$ cat src/ccg_map.svh
`ifndef CCG_MAP_SVH
`define CCG_MAP_SVH
// ----------------------------------------
// Register offsets
// ----------------------------------------
`define CCG_OFF_CTRL 8'h00
`define CCG_OFF_STAT 8'h04
`define CCG_OFF_OWN_LO 8'h08
`define CCG_OFF_OWN_HI 8'h0C
`define CCG_OFF_PEER_LO 8'h10
`define CCG_OFF_PEER_HI 8'h14
`define CCG_OFF_EXT 8'h18
`define CCG_OFF_RXL_LO 8'h1C
`define CCG_OFF_RXL_HI 8'h20
`define CCG_OFF_RTT_LO 8'h24
`define CCG_OFF_RTT_HI 8'h28
`define CCG_OFF_LTIME 8'h2C
`define CCG_OFF_CNT_HI 8'h30
`define CCG_OFF_RXC_LO 8'h34
`define CCG_OFF_TBL_IDX 8'h38
`define CCG_OFF_TBL_LO 8'h3C
`define CCG_OFF_TBL_HI 8'h40
// ----------------------------------------
// Control and status fields
// ----------------------------------------
`define CCG_CTRL_ROLE 0
`define CCG_CTRL_DERIVE 1
`define CCG_CTRL_EXT_LD 2
`define CCG_CTRL_RX_LD 3
`define CCG_STAT_MISMATCH 0
// ----------------------------------------
// Widths and IV layout
// ----------------------------------------
`define CCG_CNT_W 48
`define CCG_LT_W 32
`define CCG_MARK_W 6
`define CCG_BLK_W 24
`define CCG_TBL_AW 6
`define CCG_IV_DIR 127
`define CCG_IV_MAC_LSB 72
`define CCG_IV_TIME_LSB 24
// ----------------------------------------
// Reset values
// ----------------------------------------
`define CCG_RST_CTRL 4'h0
`define CCG_RST_MAC 48'h0000_0000_0000
`define CCG_RST_CNT 48'h0000_0000_0000
`define CCG_RST_W32 32'h0000_0000
`define CCG_RST_W16 16'h0000
`define CCG_RST_IV 128'h0000_0000_0000_0000_0000_0000_0000_0000
`endif

$ cat src/ccg_pkg.sv
package ccg_pkg;
  typedef enum logic {
    CCG_ROLE_OLT,
    CCG_ROLE_ONU
  } ccg_role_t;
  typedef enum {
    CCG_DEC_IDLE,
    CCG_DEC_LOOK
  } ccg_dec_state_t;
endpackage

$ cat src/ccg_mac_mem.sv
`timescale 1ns/1ps
`include "ccg_map.svh"
module ccg_mac_mem (
  input wire logic ref_clk_i,
  input wire logic ce_i,
  input wire logic wr_en_i,
  input wire logic [`CCG_TBL_AW-1:0] wr_addr_i,
  input wire logic [`CCG_CNT_W-1:0] wr_data_i,
  input wire logic [`CCG_TBL_AW-1:0] rd_addr_i,
  output logic [`CCG_CNT_W-1:0] rd_data_o
);
  // ----------------------------------------
  // Station address table with registered read.
  // ----------------------------------------
  logic [`CCG_CNT_W-1:0] mem_q [0:(1<<`CCG_TBL_AW)-1];

  always_ff @(posedge ref_clk_i) begin
    if (ce_i) begin
      if (wr_en_i) begin
        mem_q[wr_addr_i] <= wr_data_i;
      end
      rd_data_o <= mem_q[rd_addr_i];
    end
  end
endmodule

$ cat src/ccg_top.sv
`timescale 1ns/1ps
`include "ccg_map.svh"
// Function
// Each cipher counter is 48 bits and steps with local time, kept apart.
// The OLT uses one cipher counter for both encryption and decryption vectors.
// The ONU keeps a transmit counter and a separate receive counter.
// Local time is 32 bits and increments once per envelope quantum.
// OLT cipher counter is a 16-bit extension above local time.
// Local time carry increments bit 32 of the cipher counter.
// ONU transmit counter extends ONU local time the same way.
// ONU receive counter is a separate 48-bit counter stepping with local time.
// Receive counter origin lags the OLT counter by downstream delay.
// ONU local time leads OLT local time by upstream delay.
// A transmitter puts local time bits 5 to 0 into the position marker.
// OLT reads receive buffer row when local time bits 5 to 0 match.
// ONU reads receive buffer row when receive counter low bits match.
// Upstream: ONU latches at transmit write, OLT at receive read.
// Downstream: OLT latches at transmit write, ONU at receive read.
// OLT may keep local time and cipher counter in one register.
// ONU may derive receive counter as transmit counter minus round trip.
// Vector building ends within one quantum so marker still matches.
// OLT encryption vector: channel, own address, counter, block zero.
// OLT decryption vector: looked-up address by LLID, counter, block zero.
// ONU builds encryption vector when header seen on transmit channel.
// ONU encryption vector: own address, transmit counter, block zero.
// ONU decryption vector: OLT address, receive counter, block zero.
// Bit 127 gives direction, bits 126 to 120 the channel number.
// Block index increments by one per further counter block.
// Counters wrap at 2**48; extension start value loads from software.
module ccg_top
  import ccg_pkg::*;
(
  input wire logic ref_clk_i,
  input wire logic rst_i,
  input wire logic ce_i,
  input wire logic [7:0] avs_address_i,
  input wire logic avs_read_i,
  input wire logic avs_write_i,
  input wire logic [31:0] avs_writedata_i,
  input wire logic [3:0] avs_byteenable_i,
  output logic [31:0] avs_readdata_o,
  output logic avs_waitrequest_o,
  input wire logic eq_tick_i,
  input wire logic time_load_i,
  input wire logic [`CCG_LT_W-1:0] time_value_i,
  input wire logic tx_hdr_i,
  input wire logic [6:0] tx_ch_i,
  input wire logic rx_hdr_i,
  input wire logic [6:0] rx_ch_i,
  input wire logic [`CCG_MARK_W-1:0] rx_marker_i,
  input wire logic [15:0] rx_llid_i,
  input wire logic enc_blk_adv_i,
  input wire logic dec_blk_adv_i,
  output logic [`CCG_MARK_W-1:0] tx_marker_o,
  output logic [`CCG_MARK_W-1:0] rx_row_o,
  output logic [`CCG_LT_W-1:0] local_time_o,
  output logic [127:0] enc_iv_o,
  output logic enc_iv_valid_o,
  output logic [127:0] dec_iv_o,
  output logic dec_iv_valid_o
);
  // ----------------------------------------
  // Functions
  // ----------------------------------------
  function automatic logic [31:0] be_merge(input logic [31:0] old_v, input logic [31:0] new_v,
                                           input logic [3:0] be);
    logic [31:0] r;
    r = old_v;
    for (int b = 0; b < 4; b++) begin
      if (be[b]) begin
        r[b*8 +: 8] = new_v[b*8 +: 8];
      end
    end
    return r;
  endfunction

  function automatic logic [127:0] build_iv(input logic dir, input logic [6:0] ch,
                                            input logic [47:0] mac, input logic [47:0] tm);
    logic [127:0] v;
    v = `CCG_RST_IV;
    v[`CCG_IV_DIR] = dir;
    v[126:120] = ch;
    v[`CCG_IV_MAC_LSB +: 48] = mac;
    v[`CCG_IV_TIME_LSB +: 48] = tm;
    v[`CCG_BLK_W-1:0] = `CCG_BLK_W'(0);
    return v;
  endfunction

  // ----------------------------------------
  // Register bus
  // ----------------------------------------
  logic [3:0] ctrl_q, ctrl_d;
  logic stat_q, stat_d;
  logic [47:0] own_mac_q, own_mac_d, peer_mac_q, peer_mac_d;
  logic [15:0] ext_q, ext_d;
  logic [47:0] rx_load_q, rx_load_d, rtt_q, rtt_d;
  logic [`CCG_TBL_AW-1:0] tbl_idx_q, tbl_idx_d;
  logic [31:0] tbl_lo_q, tbl_lo_d;
  logic wait_q, wait_d;
  logic [31:0] rdata_q, rdata_d;
  logic req, wr_go;
  logic ext_ld, rx_ld, tbl_wr, mismatch;
  logic [47:0] cnt_q, cnt_d, rxc_q, rxc_d, rx_eff;
  ccg_role_t role;

  assign role = ccg_role_t'(ctrl_q[`CCG_CTRL_ROLE]);
  assign req = avs_read_i | avs_write_i;
  assign wr_go = avs_write_i & ~wait_q;

  always_comb begin
    ctrl_d = ctrl_q;
    own_mac_d = own_mac_q;
    peer_mac_d = peer_mac_q;
    ext_d = ext_q;
    rx_load_d = rx_load_q;
    rtt_d = rtt_q;
    tbl_idx_d = tbl_idx_q;
    tbl_lo_d = tbl_lo_q;
    stat_d = stat_q;
    ext_ld = 1'b0;
    rx_ld = 1'b0;
    tbl_wr = 1'b0;
    wait_d = 1'b1;
    rdata_d = rdata_q;
    if (req && wait_q) begin
      wait_d = 1'b0;
      rdata_d = `CCG_RST_W32;
      if (avs_address_i == `CCG_OFF_CTRL) begin
        rdata_d = {28'h000_0000, ctrl_q[3:2] & 2'b00, ctrl_q[1:0]};
      end else if (avs_address_i == `CCG_OFF_STAT) begin
        rdata_d = {31'h0000_0000, stat_q};
      end else if (avs_address_i == `CCG_OFF_OWN_LO) begin
        rdata_d = own_mac_q[31:0];
      end else if (avs_address_i == `CCG_OFF_OWN_HI) begin
        rdata_d = {16'h0000, own_mac_q[47:32]};
      end else if (avs_address_i == `CCG_OFF_PEER_LO) begin
        rdata_d = peer_mac_q[31:0];
      end else if (avs_address_i == `CCG_OFF_PEER_HI) begin
        rdata_d = {16'h0000, peer_mac_q[47:32]};
      end else if (avs_address_i == `CCG_OFF_EXT) begin
        rdata_d = {16'h0000, ext_q};
      end else if (avs_address_i == `CCG_OFF_RXL_LO) begin
        rdata_d = rx_load_q[31:0];
      end else if (avs_address_i == `CCG_OFF_RXL_HI) begin
        rdata_d = {16'h0000, rx_load_q[47:32]};
      end else if (avs_address_i == `CCG_OFF_RTT_LO) begin
        rdata_d = rtt_q[31:0];
      end else if (avs_address_i == `CCG_OFF_RTT_HI) begin
        rdata_d = {16'h0000, rtt_q[47:32]};
      end else if (avs_address_i == `CCG_OFF_LTIME) begin
        rdata_d = cnt_q[31:0];
      end else if (avs_address_i == `CCG_OFF_CNT_HI) begin
        rdata_d = {rx_eff[47:32], cnt_q[47:32]};
      end else if (avs_address_i == `CCG_OFF_RXC_LO) begin
        rdata_d = rx_eff[31:0];
      end else if (avs_address_i == `CCG_OFF_TBL_IDX) begin
        rdata_d = {26'h000_0000, tbl_idx_q};
      end else if (avs_address_i == `CCG_OFF_TBL_LO) begin
        rdata_d = tbl_lo_q;
      end
    end
    if (wr_go) begin
      if (avs_address_i == `CCG_OFF_CTRL) begin
        ctrl_d = 4'(be_merge({28'h000_0000, ctrl_q}, avs_writedata_i, avs_byteenable_i));
        ext_ld = avs_byteenable_i[0] & avs_writedata_i[`CCG_CTRL_EXT_LD];
        rx_ld = avs_byteenable_i[0] & avs_writedata_i[`CCG_CTRL_RX_LD];
        ctrl_d[3:2] = 2'b00;
      end else if (avs_address_i == `CCG_OFF_STAT) begin
        if (avs_byteenable_i[0] && avs_writedata_i[`CCG_STAT_MISMATCH]) begin
          stat_d = 1'b0;
        end
      end else if (avs_address_i == `CCG_OFF_OWN_LO) begin
        own_mac_d[31:0] = be_merge(own_mac_q[31:0], avs_writedata_i, avs_byteenable_i);
      end else if (avs_address_i == `CCG_OFF_OWN_HI) begin
        own_mac_d[47:32] = 16'(be_merge({16'h0000, own_mac_q[47:32]}, avs_writedata_i, avs_byteenable_i));
      end else if (avs_address_i == `CCG_OFF_PEER_LO) begin
        peer_mac_d[31:0] = be_merge(peer_mac_q[31:0], avs_writedata_i, avs_byteenable_i);
      end else if (avs_address_i == `CCG_OFF_PEER_HI) begin
        peer_mac_d[47:32] = 16'(be_merge({16'h0000, peer_mac_q[47:32]}, avs_writedata_i, avs_byteenable_i));
      end else if (avs_address_i == `CCG_OFF_EXT) begin
        ext_d = 16'(be_merge({16'h0000, ext_q}, avs_writedata_i, avs_byteenable_i));
      end else if (avs_address_i == `CCG_OFF_RXL_LO) begin
        rx_load_d[31:0] = be_merge(rx_load_q[31:0], avs_writedata_i, avs_byteenable_i);
      end else if (avs_address_i == `CCG_OFF_RXL_HI) begin
        rx_load_d[47:32] = 16'(be_merge({16'h0000, rx_load_q[47:32]}, avs_writedata_i, avs_byteenable_i));
      end else if (avs_address_i == `CCG_OFF_RTT_LO) begin
        rtt_d[31:0] = be_merge(rtt_q[31:0], avs_writedata_i, avs_byteenable_i);
      end else if (avs_address_i == `CCG_OFF_RTT_HI) begin
        rtt_d[47:32] = 16'(be_merge({16'h0000, rtt_q[47:32]}, avs_writedata_i, avs_byteenable_i));
      end else if (avs_address_i == `CCG_OFF_TBL_IDX) begin
        tbl_idx_d = 6'(be_merge({26'h000_0000, tbl_idx_q}, avs_writedata_i, avs_byteenable_i));
      end else if (avs_address_i == `CCG_OFF_TBL_LO) begin
        tbl_lo_d = be_merge(tbl_lo_q, avs_writedata_i, avs_byteenable_i);
      end else if (avs_address_i == `CCG_OFF_TBL_HI) begin
        tbl_wr = 1'b1;
      end
    end
    if (mismatch) begin
      stat_d = 1'b1;
    end
  end

  always_ff @(posedge ref_clk_i) begin
    if (rst_i) begin
      ctrl_q <= `CCG_RST_CTRL;
      stat_q <= 1'b0;
      own_mac_q <= `CCG_RST_MAC;
      peer_mac_q <= `CCG_RST_MAC;
      ext_q <= `CCG_RST_W16;
      rx_load_q <= `CCG_RST_CNT;
      rtt_q <= `CCG_RST_CNT;
      tbl_idx_q <= 6'h00;
      tbl_lo_q <= `CCG_RST_W32;
      wait_q <= 1'b1;
      rdata_q <= `CCG_RST_W32;
    end else if (ce_i) begin
      ctrl_q <= ctrl_d;
      stat_q <= stat_d;
      own_mac_q <= own_mac_d;
      peer_mac_q <= peer_mac_d;
      ext_q <= ext_d;
      rx_load_q <= rx_load_d;
      rtt_q <= rtt_d;
      tbl_idx_q <= tbl_idx_d;
      tbl_lo_q <= tbl_lo_d;
      wait_q <= wait_d;
      rdata_q <= rdata_d;
    end
  end

  assign avs_waitrequest_o = wait_q;
  assign avs_readdata_o = rdata_q;

  // ----------------------------------------
  // Cipher counters
  // ----------------------------------------
  logic [5:0] txm_q, txm_d, row_q, row_d;

  // The derived receive counter follows the transmit counter at a fixed distance.
  assign rx_eff = ctrl_q[`CCG_CTRL_DERIVE] ? (cnt_q - rtt_q) : rxc_q;

  always_comb begin
    cnt_d = cnt_q;
    rxc_d = rxc_q;
    if (eq_tick_i) begin
      cnt_d = cnt_q + 48'h0000_0000_0001;
      rxc_d = rxc_q + 48'h0000_0000_0001;
    end
    if (time_load_i) begin
      cnt_d[31:0] = time_value_i;
    end
    if (ext_ld) begin
      cnt_d[47:32] = ext_q;
    end
    if (rx_ld) begin
      rxc_d = rx_load_q;
    end
    txm_d = cnt_d[5:0];
    if (role == CCG_ROLE_ONU) begin
      row_d = ctrl_q[`CCG_CTRL_DERIVE] ? 6'(cnt_d[5:0] - rtt_q[5:0]) : rxc_d[5:0];
    end else begin
      row_d = cnt_d[5:0];
    end
  end

  always_ff @(posedge ref_clk_i) begin
    if (rst_i) begin
      cnt_q <= `CCG_RST_CNT;
      rxc_q <= `CCG_RST_CNT;
      txm_q <= 6'h00;
      row_q <= 6'h00;
    end else if (ce_i) begin
      cnt_q <= cnt_d;
      rxc_q <= rxc_d;
      txm_q <= txm_d;
      row_q <= row_d;
    end
  end

  assign tx_marker_o = txm_q;
  assign rx_row_o = row_q;
  assign local_time_o = cnt_q[31:0];

  // ----------------------------------------
  // Decrypt lookup stage
  // ----------------------------------------
  ccg_dec_state_t dec_st_q, dec_st_d;
  logic [47:0] dec_tm_q, dec_tm_d, tbl_rdata;
  logic [6:0] dec_ch_q, dec_ch_d;

  ccg_mac_mem u_mac_mem (
    .ref_clk_i(ref_clk_i),
    .ce_i(ce_i),
    .wr_en_i(tbl_wr),
    .wr_addr_i(tbl_idx_q),
    .wr_data_i({avs_writedata_i[15:0], tbl_lo_q}),
    .rd_addr_i(rx_llid_i[5:0]),
    .rd_data_o(tbl_rdata)
  );

  always_comb begin
    dec_st_d = dec_st_q;
    dec_tm_d = dec_tm_q;
    dec_ch_d = dec_ch_q;
    mismatch = 1'b0;
    case (dec_st_q)
      CCG_DEC_IDLE: begin
        if (rx_hdr_i) begin
          dec_st_d = CCG_DEC_LOOK;
        end
      end
      CCG_DEC_LOOK: begin
        if (!rx_hdr_i) begin
          dec_st_d = CCG_DEC_IDLE;
        end
      end
      default: begin
        dec_st_d = CCG_DEC_IDLE;
      end
    endcase
    if (rx_hdr_i) begin
      dec_tm_d = (role == CCG_ROLE_ONU) ? rx_eff : cnt_q;
      dec_ch_d = rx_ch_i;
      mismatch = ((role == CCG_ROLE_ONU) ? rx_eff[5:0] : cnt_q[5:0]) != rx_marker_i;
    end
  end

  always_ff @(posedge ref_clk_i) begin
    if (rst_i) begin
      dec_st_q <= CCG_DEC_IDLE;
      dec_tm_q <= `CCG_RST_CNT;
      dec_ch_q <= 7'h00;
    end else if (ce_i) begin
      dec_st_q <= dec_st_d;
      dec_tm_q <= dec_tm_d;
      dec_ch_q <= dec_ch_d;
    end
  end

  // ----------------------------------------
  // Vector outputs
  // ----------------------------------------
  logic [1:0] start, adv;
  logic [127:0] seed [0:1];
  logic [127:0] iv_q [0:1];
  logic [1:0] val_q;

  assign start[0] = tx_hdr_i;
  assign start[1] = dec_st_q == CCG_DEC_LOOK;
  assign adv = {dec_blk_adv_i, enc_blk_adv_i};
  assign seed[0] = build_iv(role == CCG_ROLE_ONU, tx_ch_i, own_mac_q, cnt_q);
  assign seed[1] = build_iv(role == CCG_ROLE_OLT, dec_ch_q,
                            (role == CCG_ROLE_ONU) ? peer_mac_q : tbl_rdata, dec_tm_q);

  for (genvar i = 0; i < 2; i++) begin : g_path
    logic [127:0] iv_d;
    logic val_d;

    always_comb begin
      iv_d = iv_q[i];
      val_d = 1'b0;
      if (start[i]) begin
        iv_d = seed[i];
        val_d = 1'b1;
      end else if (adv[i]) begin
        iv_d[`CCG_BLK_W-1:0] = iv_q[i][`CCG_BLK_W-1:0] + `CCG_BLK_W'(1);
        val_d = 1'b1;
      end
    end

    always_ff @(posedge ref_clk_i) begin
      if (rst_i) begin
        iv_q[i] <= `CCG_RST_IV;
        val_q[i] <= 1'b0;
      end else if (ce_i) begin
        iv_q[i] <= iv_d;
        val_q[i] <= val_d;
      end
    end
  end

  assign enc_iv_o = iv_q[0];
  assign enc_iv_valid_o = val_q[0];
  assign dec_iv_o = iv_q[1];
  assign dec_iv_valid_o = val_q[1];
endmodule

$ cat config.mk
export PLATFORM = sky130hd
export DESIGN_NAME = ccg_top
export DESIGN_NICKNAME = d
export VERILOG_FILES = /design/src/ccg_pkg.sv /design/src/ccg_mac_mem.sv /design/src/ccg_top.sv
export VERILOG_INCLUDE_DIRS = /design/src
export SDC_FILE = /design/constraint.sdc
export NUM_CORES = 2
export LEC_CHECK = 0
export ABC_AREA = 1
export BUFFER_PORTS_ARGS = -buffer_cell sky130_fd_sc_hd__buf_2
export CELL_PAD_IN_SITES_DETAIL_PLACEMENT = 0
export CELL_PAD_IN_SITES_GLOBAL_PLACEMENT = 1
export CORE_MARGIN = 4
export CORE_UTILIZATION = 54
export DETAILED_ROUTE_END_ITERATION = 10
export PLACE_DENSITY_LB_ADDON = 0.1
export SETUP_SLACK_MARGIN = 0.05
export SLEW_MARGIN = 10
export SYNTH_ARGS = -nofsm -noshare
export SYNTH_HDL_FRONTEND = slang
export SYNTH_SLANG_ARGS = --single-unit
export TNS_END_PERCENT = 10
$ cat constraint.sdc
create_clock -name ref_clk_i -period 13 [get_ports ref_clk_i]
set_input_delay 1.3 -clock ref_clk_i [delete_from_list [all_inputs] [get_ports ref_clk_i]]
set_output_delay 1.3 -clock ref_clk_i [all_outputs]
set_load 0.01 [all_outputs]
# --- Word-level counts from Yosys, hierarchy flattened ---
# Memory sizes are Yosys's and may differ from the RTL's. A register that Yosys moved wholly into a read port is not among the register bits.
# Index checks and enable logic that the tools add are counted.
totals:
  inputBits: 123
  mem_count: 2
  ff_bits: 473
  word_cells: 221
  output_inout_bits: 335
  ramBits: 3328
op_classes:
  eq_ne: 22
  reduce_logical: 49
  n_addsub: 6
  n_bitwise: 20
  muxes: 76
mem_list:
  columns: ["name", "depth", "word_bits", "read_ports", "rd_clocked_by_memory_dff", "wr", "line", "source"]
  rows:
  - ["u_mac_mem.mem_q", 64, 48, 1, 1, 1, "ccg_mac_mem.sv:15", "logic [`CCG_CNT_W-1:0] mem_q [0:(1<<`CCG_TBL_AW)-1];"]
  - ["iv_q", 2, 128, 2, 0, 2, "ccg_top.sv:345", "logic [127:0] iv_q [0:1];"]
op_table:
  columns: ["cell", "n"]
  rows:
  - ["$mux W32", 19]
  - ["$mux W48", 6]
  - ["$mux W128", 2]
  - ["$mux W104", 2]
  - ["$add A48 B1 Y48 const B", 2]
  - ["$mux W24", 4]
  - ["$eq A8 B6 Y1 const B", 8]
  - ["$pmux W32 S2", 1]
  - ["$reduce_and A16 Y1", 4]
  - ["$reduce_and A13 Y1", 4]
  - ["$add A24 B1 Y24 const B", 2]
  - ["$sub A48 B48 Y48", 1]
  - ["$reduce_and A11 Y1", 4]
  - ["$mux W1", 38]
  - ["$eq A32 B1 Y1 const B", 1]
  - ["$eq A32 B2 Y1 const B", 1]
  - ["$eq A8 B5 Y1 const B", 4]
  - ["$logic_not A32 Y1", 1]
  - ["$reduce_and A8 Y1", 4]
  - ["$reduce_and A14 Y1", 2]
  - ["$reduce_and A12 Y1", 2]
  - ["$reduce_and A6 Y1", 4]
  - ["$reduce_and A10 Y1", 2]
  - ["$mux W6", 3]
  - ["other kinds (20)", 52]

# --- Longest topological paths before layout ---
logic_depth:
  ltp_word: 19
  mapped_depth: 24
  depth_no_buf: 24

# --- Cells and area by module ---
# From an unflattened synthesis, not the netlist that was laid out.
hier_totals:
  hier_cells: 15098
  hier_area_um2: 161860.2
modules_own_cells:
  columns: ["mod", "area_per_inst_um2", "seq_area_each_um2", "cells_each", "instances"]
  rows:
  - ["ccg_mac_mem", 124813.5, 93689.9, 10123, 1]
  - ["ccg_top", 37046.8, 16535.9, 4975, 1]

# --- Worst setup path after synthesis ---
# No wires, ideal clock.
synth_timing:
  path_kind: "input-to-reg"
  from: "input avs_address_i[0]"
  to: "memory u_mac_mem.mem_q[10][0] in the netlist's numbering (enable)"
  t_required_ns: 12.546
  path_stages: 8
  path_buffers: 0
  t_arrival_ns: 4.532
  slack_ns: 8.014
  setup_ns: 0.454
  cell_sequence: "inv_1 nand2_1 nor3_2 inv_1 nor4_1 and2_1 nand3_1 nor2_1"
synth_between:
  elab_chain_cells: 19
  elab_cells_between_ends: 32
synth_rtl:
  columns: ["element", "line", "source"]
  rows:
  - ["start, declared", "ccg_top.sv:36", "input wire logic [7:0] avs_address_i,"]
  - ["$eq A8 B7 Y1 (no source line)", null, null]
  - ["$mux W1", "ccg_top.sv:194", "end else if (avs_address_i == `CCG_OFF_TBL_HI) begin"]
  - ["$mux W1", "ccg_top.sv:192", "end else if (avs_address_i == `CCG_OFF_TBL_LO) begin"]
  - ["$mux W1", "ccg_top.sv:190", "end else if (avs_address_i == `CCG_OFF_TBL_IDX) begin"]
  - ["$mux W1", "ccg_top.sv:188", "end else if (avs_address_i == `CCG_OFF_RTT_HI) begin"]
  - ["$mux W1", "ccg_top.sv:186", "end else if (avs_address_i == `CCG_OFF_RTT_LO) begin"]
  - ["$mux W1", "ccg_top.sv:184", "end else if (avs_address_i == `CCG_OFF_RXL_HI) begin"]
  - ["$mux W1", "ccg_top.sv:182", "end else if (avs_address_i == `CCG_OFF_RXL_LO) begin"]
  - ["[3 not listed]", null, null]
  - ["$mux W1", "ccg_top.sv:174", "end else if (avs_address_i == `CCG_OFF_OWN_HI) begin"]
  - ["$mux W1", "ccg_top.sv:172", "end else if (avs_address_i == `CCG_OFF_OWN_LO) begin"]
  - ["$mux W1", "ccg_top.sv:168", "end else if (avs_address_i == `CCG_OFF_STAT) begin"]
  - ["$mux W1 *", "ccg_top.sv:163", "if (avs_address_i == `CCG_OFF_CTRL) begin"]
  - ["$mux W1 *", "ccg_top.sv:162", "if (wr_go) begin"]
  - ["$mux W1 *", "ccg_mac_mem.sv:19", "if (wr_en_i) begin"]
  - ["$mux W1 *", "ccg_mac_mem.sv:18", "if (ce_i) begin"]
  - ["$mux W1 (implied by the code) *", "ccg_mac_mem.sv:20", "mem_q[wr_addr_i] <= wr_data_i;"]
  - ["end, declared", "ccg_mac_mem.sv:15", null]
# Every way passes the cells marked *; elsewhere a longest branch is shown, timed or not.

# --- Final worst setup path ---
layout_timing:
  from: "input avs_address_i[0]"
  to: "memory u_mac_mem.mem_q[23][39] in the netlist's numbering (enable)"
# The elaborated chain is that of the path after synthesis.

==> out/metrics.cfg <==
[clock_network]
ctsHtreeMaxLevel=5
numClockSinks=3818
post_cts_resized=0
clk_path_buf_depth=4
clk_latency_ps=970
cts_buffers=396
cts_setup_buffers=0
tritoncts=done
cts_root_buf=clkbuf_16
holdBufCountCts=0
clkTransAtPathRegs_ps=60

[timing]
drv_slew=0
finalCriticalPeriod_ps=5769
worst_hold_slack_ps=456.5
max_freq_mhz=173.3
setup_viol_count_final=0
slew_headroom_pct=12.49
hold_viol_final=0
fin_tns_setup_ps=0
skew_ps=71.90
worstMarginPinSlew_ps=1313
finalCritPeriodShare_pct=44.38
rsz0062_at_grt=no

[critical_path]
crit_path_frequent_cell=inv_1
worst_path_max_delay_cell=nor2_4
path_cells=buf_2 -> inv_1 -> nand2_1 -> nor3_2 -> inv_1 -> nor4_2 -> and2_1 -> nand3_1 -> nor2_4 -> buf_4
start_kind=input pin
crit_family=simple AND/OR/NAND/NOR gates
r2r_start=avs_waitrequest_o
critPathKind=in -> reg
required_ps=13540
worst-path-buf-inv=4
arrival_ps=6310
worst_setup_path_end_kind=register
critPathMaxStageDelay_ps=1220
crit_fanout=29
crit_path_start=avs_address_i[0]

[power]
p_leak_nw=56.79
clock_power_share_pct=43.1
power.sequential.fraction_pct=50.3
switchingPower_w=0.006230
combPwrFrac_pct=6.6
p_int_w=0.02046
switching_share_pct=23.34
power_w=0.02669
powerDensity_nw_per_um2=150.2
vdd.ir_drop.worst_uv=156.7

[layout]
area_delta_synth_final_pct=12.33
seqCellArea_sq_um=110300
final.fill_count=23220
drive_above_1_share_pct=10.76
fin_cells=18460
design_area_sq_um=177700
final_nets=14380
multi_input_area_sq_um=41950

[detailed_routing]
dr.first_iter.drc_count=17010
drcViolationCount=0
vias=117800
drtAntennaViolNets=0
vias_per_cell=6.385
wire_per_inst_um=31.61
routed_wirelength_um=583500
dr.pass1.iters=8

[synth]
synth_ff_type=edfxtp_1
syn_avg_cell_area_sq_um=11.31
async_flop_share_pct=0
ys_seq_area_share_pct=69.67
ys_types=64
ys_warn_count=0
syn_nets=14170
synth_edf_count=3376
syn_area_sq_um=158200
ys_seq_elements=3818
synthCells=13990

[floorplan]
fp.dieH_um=549.3
start_util_pct=54.31
num_rows=198
core_area_sq_um=291300
die_w_um=549.3
pin_count=458
die_area_sq_um=301700

[global_route]
overflow=0
grt_start_max_net_pins=210
antenna_found_initial=51
grt_pass1_vias=108500
grt.total_usage_pct=37.48
grt_pass1_wl_um=808900

[place]
place.gp.congestion=0.9915
io_buffers=447
hpwl_um=360500
placedCellCount=17700
dpl_cell_area_sq_um=164600

[hold_path]
holdCritPathClass=reg -> reg
hp-start=dec_ch_q[0]

[flow_run]
drv_cap=0

[outcome]
status=finished clean

worst reg2reg max path, cell delays in order (launching register included):
cell and delay (ps):
dfxtp_1 380, nor2_4 460, nand2_1 190, nor4_2 1050, and2_1 340, nand3_1 660, nor2_4 1220, buf_4 890
cells in the final DEF (no fill, tap or decap), types with 25 or more instances in the layout:
master / netlist / final
clkinv_1: 9 / 76
inv_2: 26 / 25
clkinv_2: 1 / 79
dfxtp_1: 442 / 408
o32ai_1: 59 / 59
clkbuf_1: 732 / 87
nor3_1: 51 / 51
buf_2: 126 / 439
clkbuf_16: 0 / 401
inv_1: 693 / 686
o211ai_1: 47 / 47
o21ai_0: 2287 / 2282
nor4_1: 34 / 33
a221oi_2: 32 / 32
nand2_1: 1136 / 1133
nor2_4: 7 / 73
a21oi_1: 528 / 528
a211oi_1: 83 / 83
nor2_1: 2624 / 2550
nor2_2: 21 / 29
nand3_1: 288 / 287
edfxtp_1: 3376 / 3376
nand4_1: 61 / 61
dfxtp_2: 0 / 33
a221oi_1: 53 / 53
diode_2: 0 / 27
bufinv_16: 0 / 50
ha_1: 56 / 56
o22ai_1: 986 / 986
buf_4: 42 / 278
state kept, by name, summed over array words and instances (netlist names):
signal,count
ext_q,16
dec_iv_valid_o,1
cnt_q,48
own_mac_q,48
ctrl_q,2
dec_tm_q,48
avs_waitrequest_o,1
dec_st_q,1
rtt_q,48
avs_readdata_o,32
peer_mac_q,48
enc_iv_valid_o,1
dec_ch_q,7
u_mac_mem.mem_q,3072
stat_q,1
rx_load_q,48
u_mac_mem.rd_data_o,48
tbl_idx_q,6
rxc_q,48
rx_row_o,6
tbl_lo_q,32
iv_q,256
through the flow:
stage	setup slack [ps]	utilization, %
floorplan	8014	-
global placement	6483	56.48
detailed placement	6461	56.48
CTS	7446	60.97
global route	7114	60.98
finish	7231	61.00
cells in the mapped netlist, drive strengths merged (14+ instances only):
| cell | instances | area, sq um |
|---|---|---|
| xor2 | 15 | 131.4 |
| edfxtp | 3376 | 101400 |
| buf | 199 | 1092 |
| dfxtp | 442 | 8848 |
| a221oi | 85 | 944.7 |
| nor4 | 39 | 292.8 |
| nand3 | 291 | 1471 |
| nand4 | 64 | 419.2 |
| a22o | 22 | 192.7 |
| nor2 | 2653 | 10080 |
| o32ai | 59 | 516.8 |
| a21oi | 528 | 2643 |
| nor3 | 65 | 407.9 |
| xnor2 | 14 | 122.6 |
| o211ai | 47 | 352.8 |
| o22ai | 986 | 6168 |
| nand2 | 1144 | 4319 |
| clkbuf | 732 | 2748 |
| a211oi | 84 | 635.6 |
| inv | 719 | 2699 |
| ha | 56 | 700.7 |
| o21ai | 2296 | 11490 |
cell type report:
class                      instances  share of cell area, %
sequential                      3818                  62.05
multi-input combinational       8515                  23.61
clock buffer                     494                  5.877
tap                             3900                  2.746
timing repair buffer             738                  2.633
inverter                         729                  1.567
clock inverter                   235                  1.483
antenna                           27                0.03802
final timing paths:
kind                                   to  slack (ps)  depth (start not counted)
setup / recovery  u_mac_mem.mem_q[23][39]        7230                         10
hold / removal                dec_ch_q[0]         460                          2
setup reg to reg  u_mac_mem.mem_q[23][39]        7400                          7
hold reg to reg               dec_ch_q[0]         460                          2
logic make-up (layout without fill, tap and decap cells):
| family | Yosys count | count (layout) | synth area share (%) |
|---|---|---|---|
| and+or+nand+nor | 4283 | 4283 | 10.86 |
| DFF | 3818 | 3818 | 69.67 |
| AOI/OAI and AO/OA | 4145 | 4145 | 14.69 |
| adders and majority gates | 58 | 58 | 0.4682 |
| xor gates and xnor gates | 29 | 29 | 0.1605 |
| buffers and inverters | 1660 | 2196 | 4.157 |
| other | 0 | 27 | 0 |
layer usage:
layer | part of all wire (%) | track usage, % | vias up
met4 | 6.3 | 20.25 | 16
met1 | 37 | 49.72 | 58380
met5 | 0.018 | 0 | -
met2 | 46 | 58.49 | 7046
li1 | - | - | 51070
met3 | 11 | 7.617 | 1335
power by group through the flow:
stage	sequential (W)	combinational, W	clock [W]
6_report	0.0134	0.00175	0.0115
5_1_grt	0.0134	0.00187	0.0121
4_1_cts	0.0134	0.00172	0.0116
3_5_place_dp	0.0137	0.00172	0
3_3_place_gp	0.0137	0.00170	0
2_1_floorplan	0.0137	0.000957	0
Note: power is estimated with default switching activity, not from simulation.
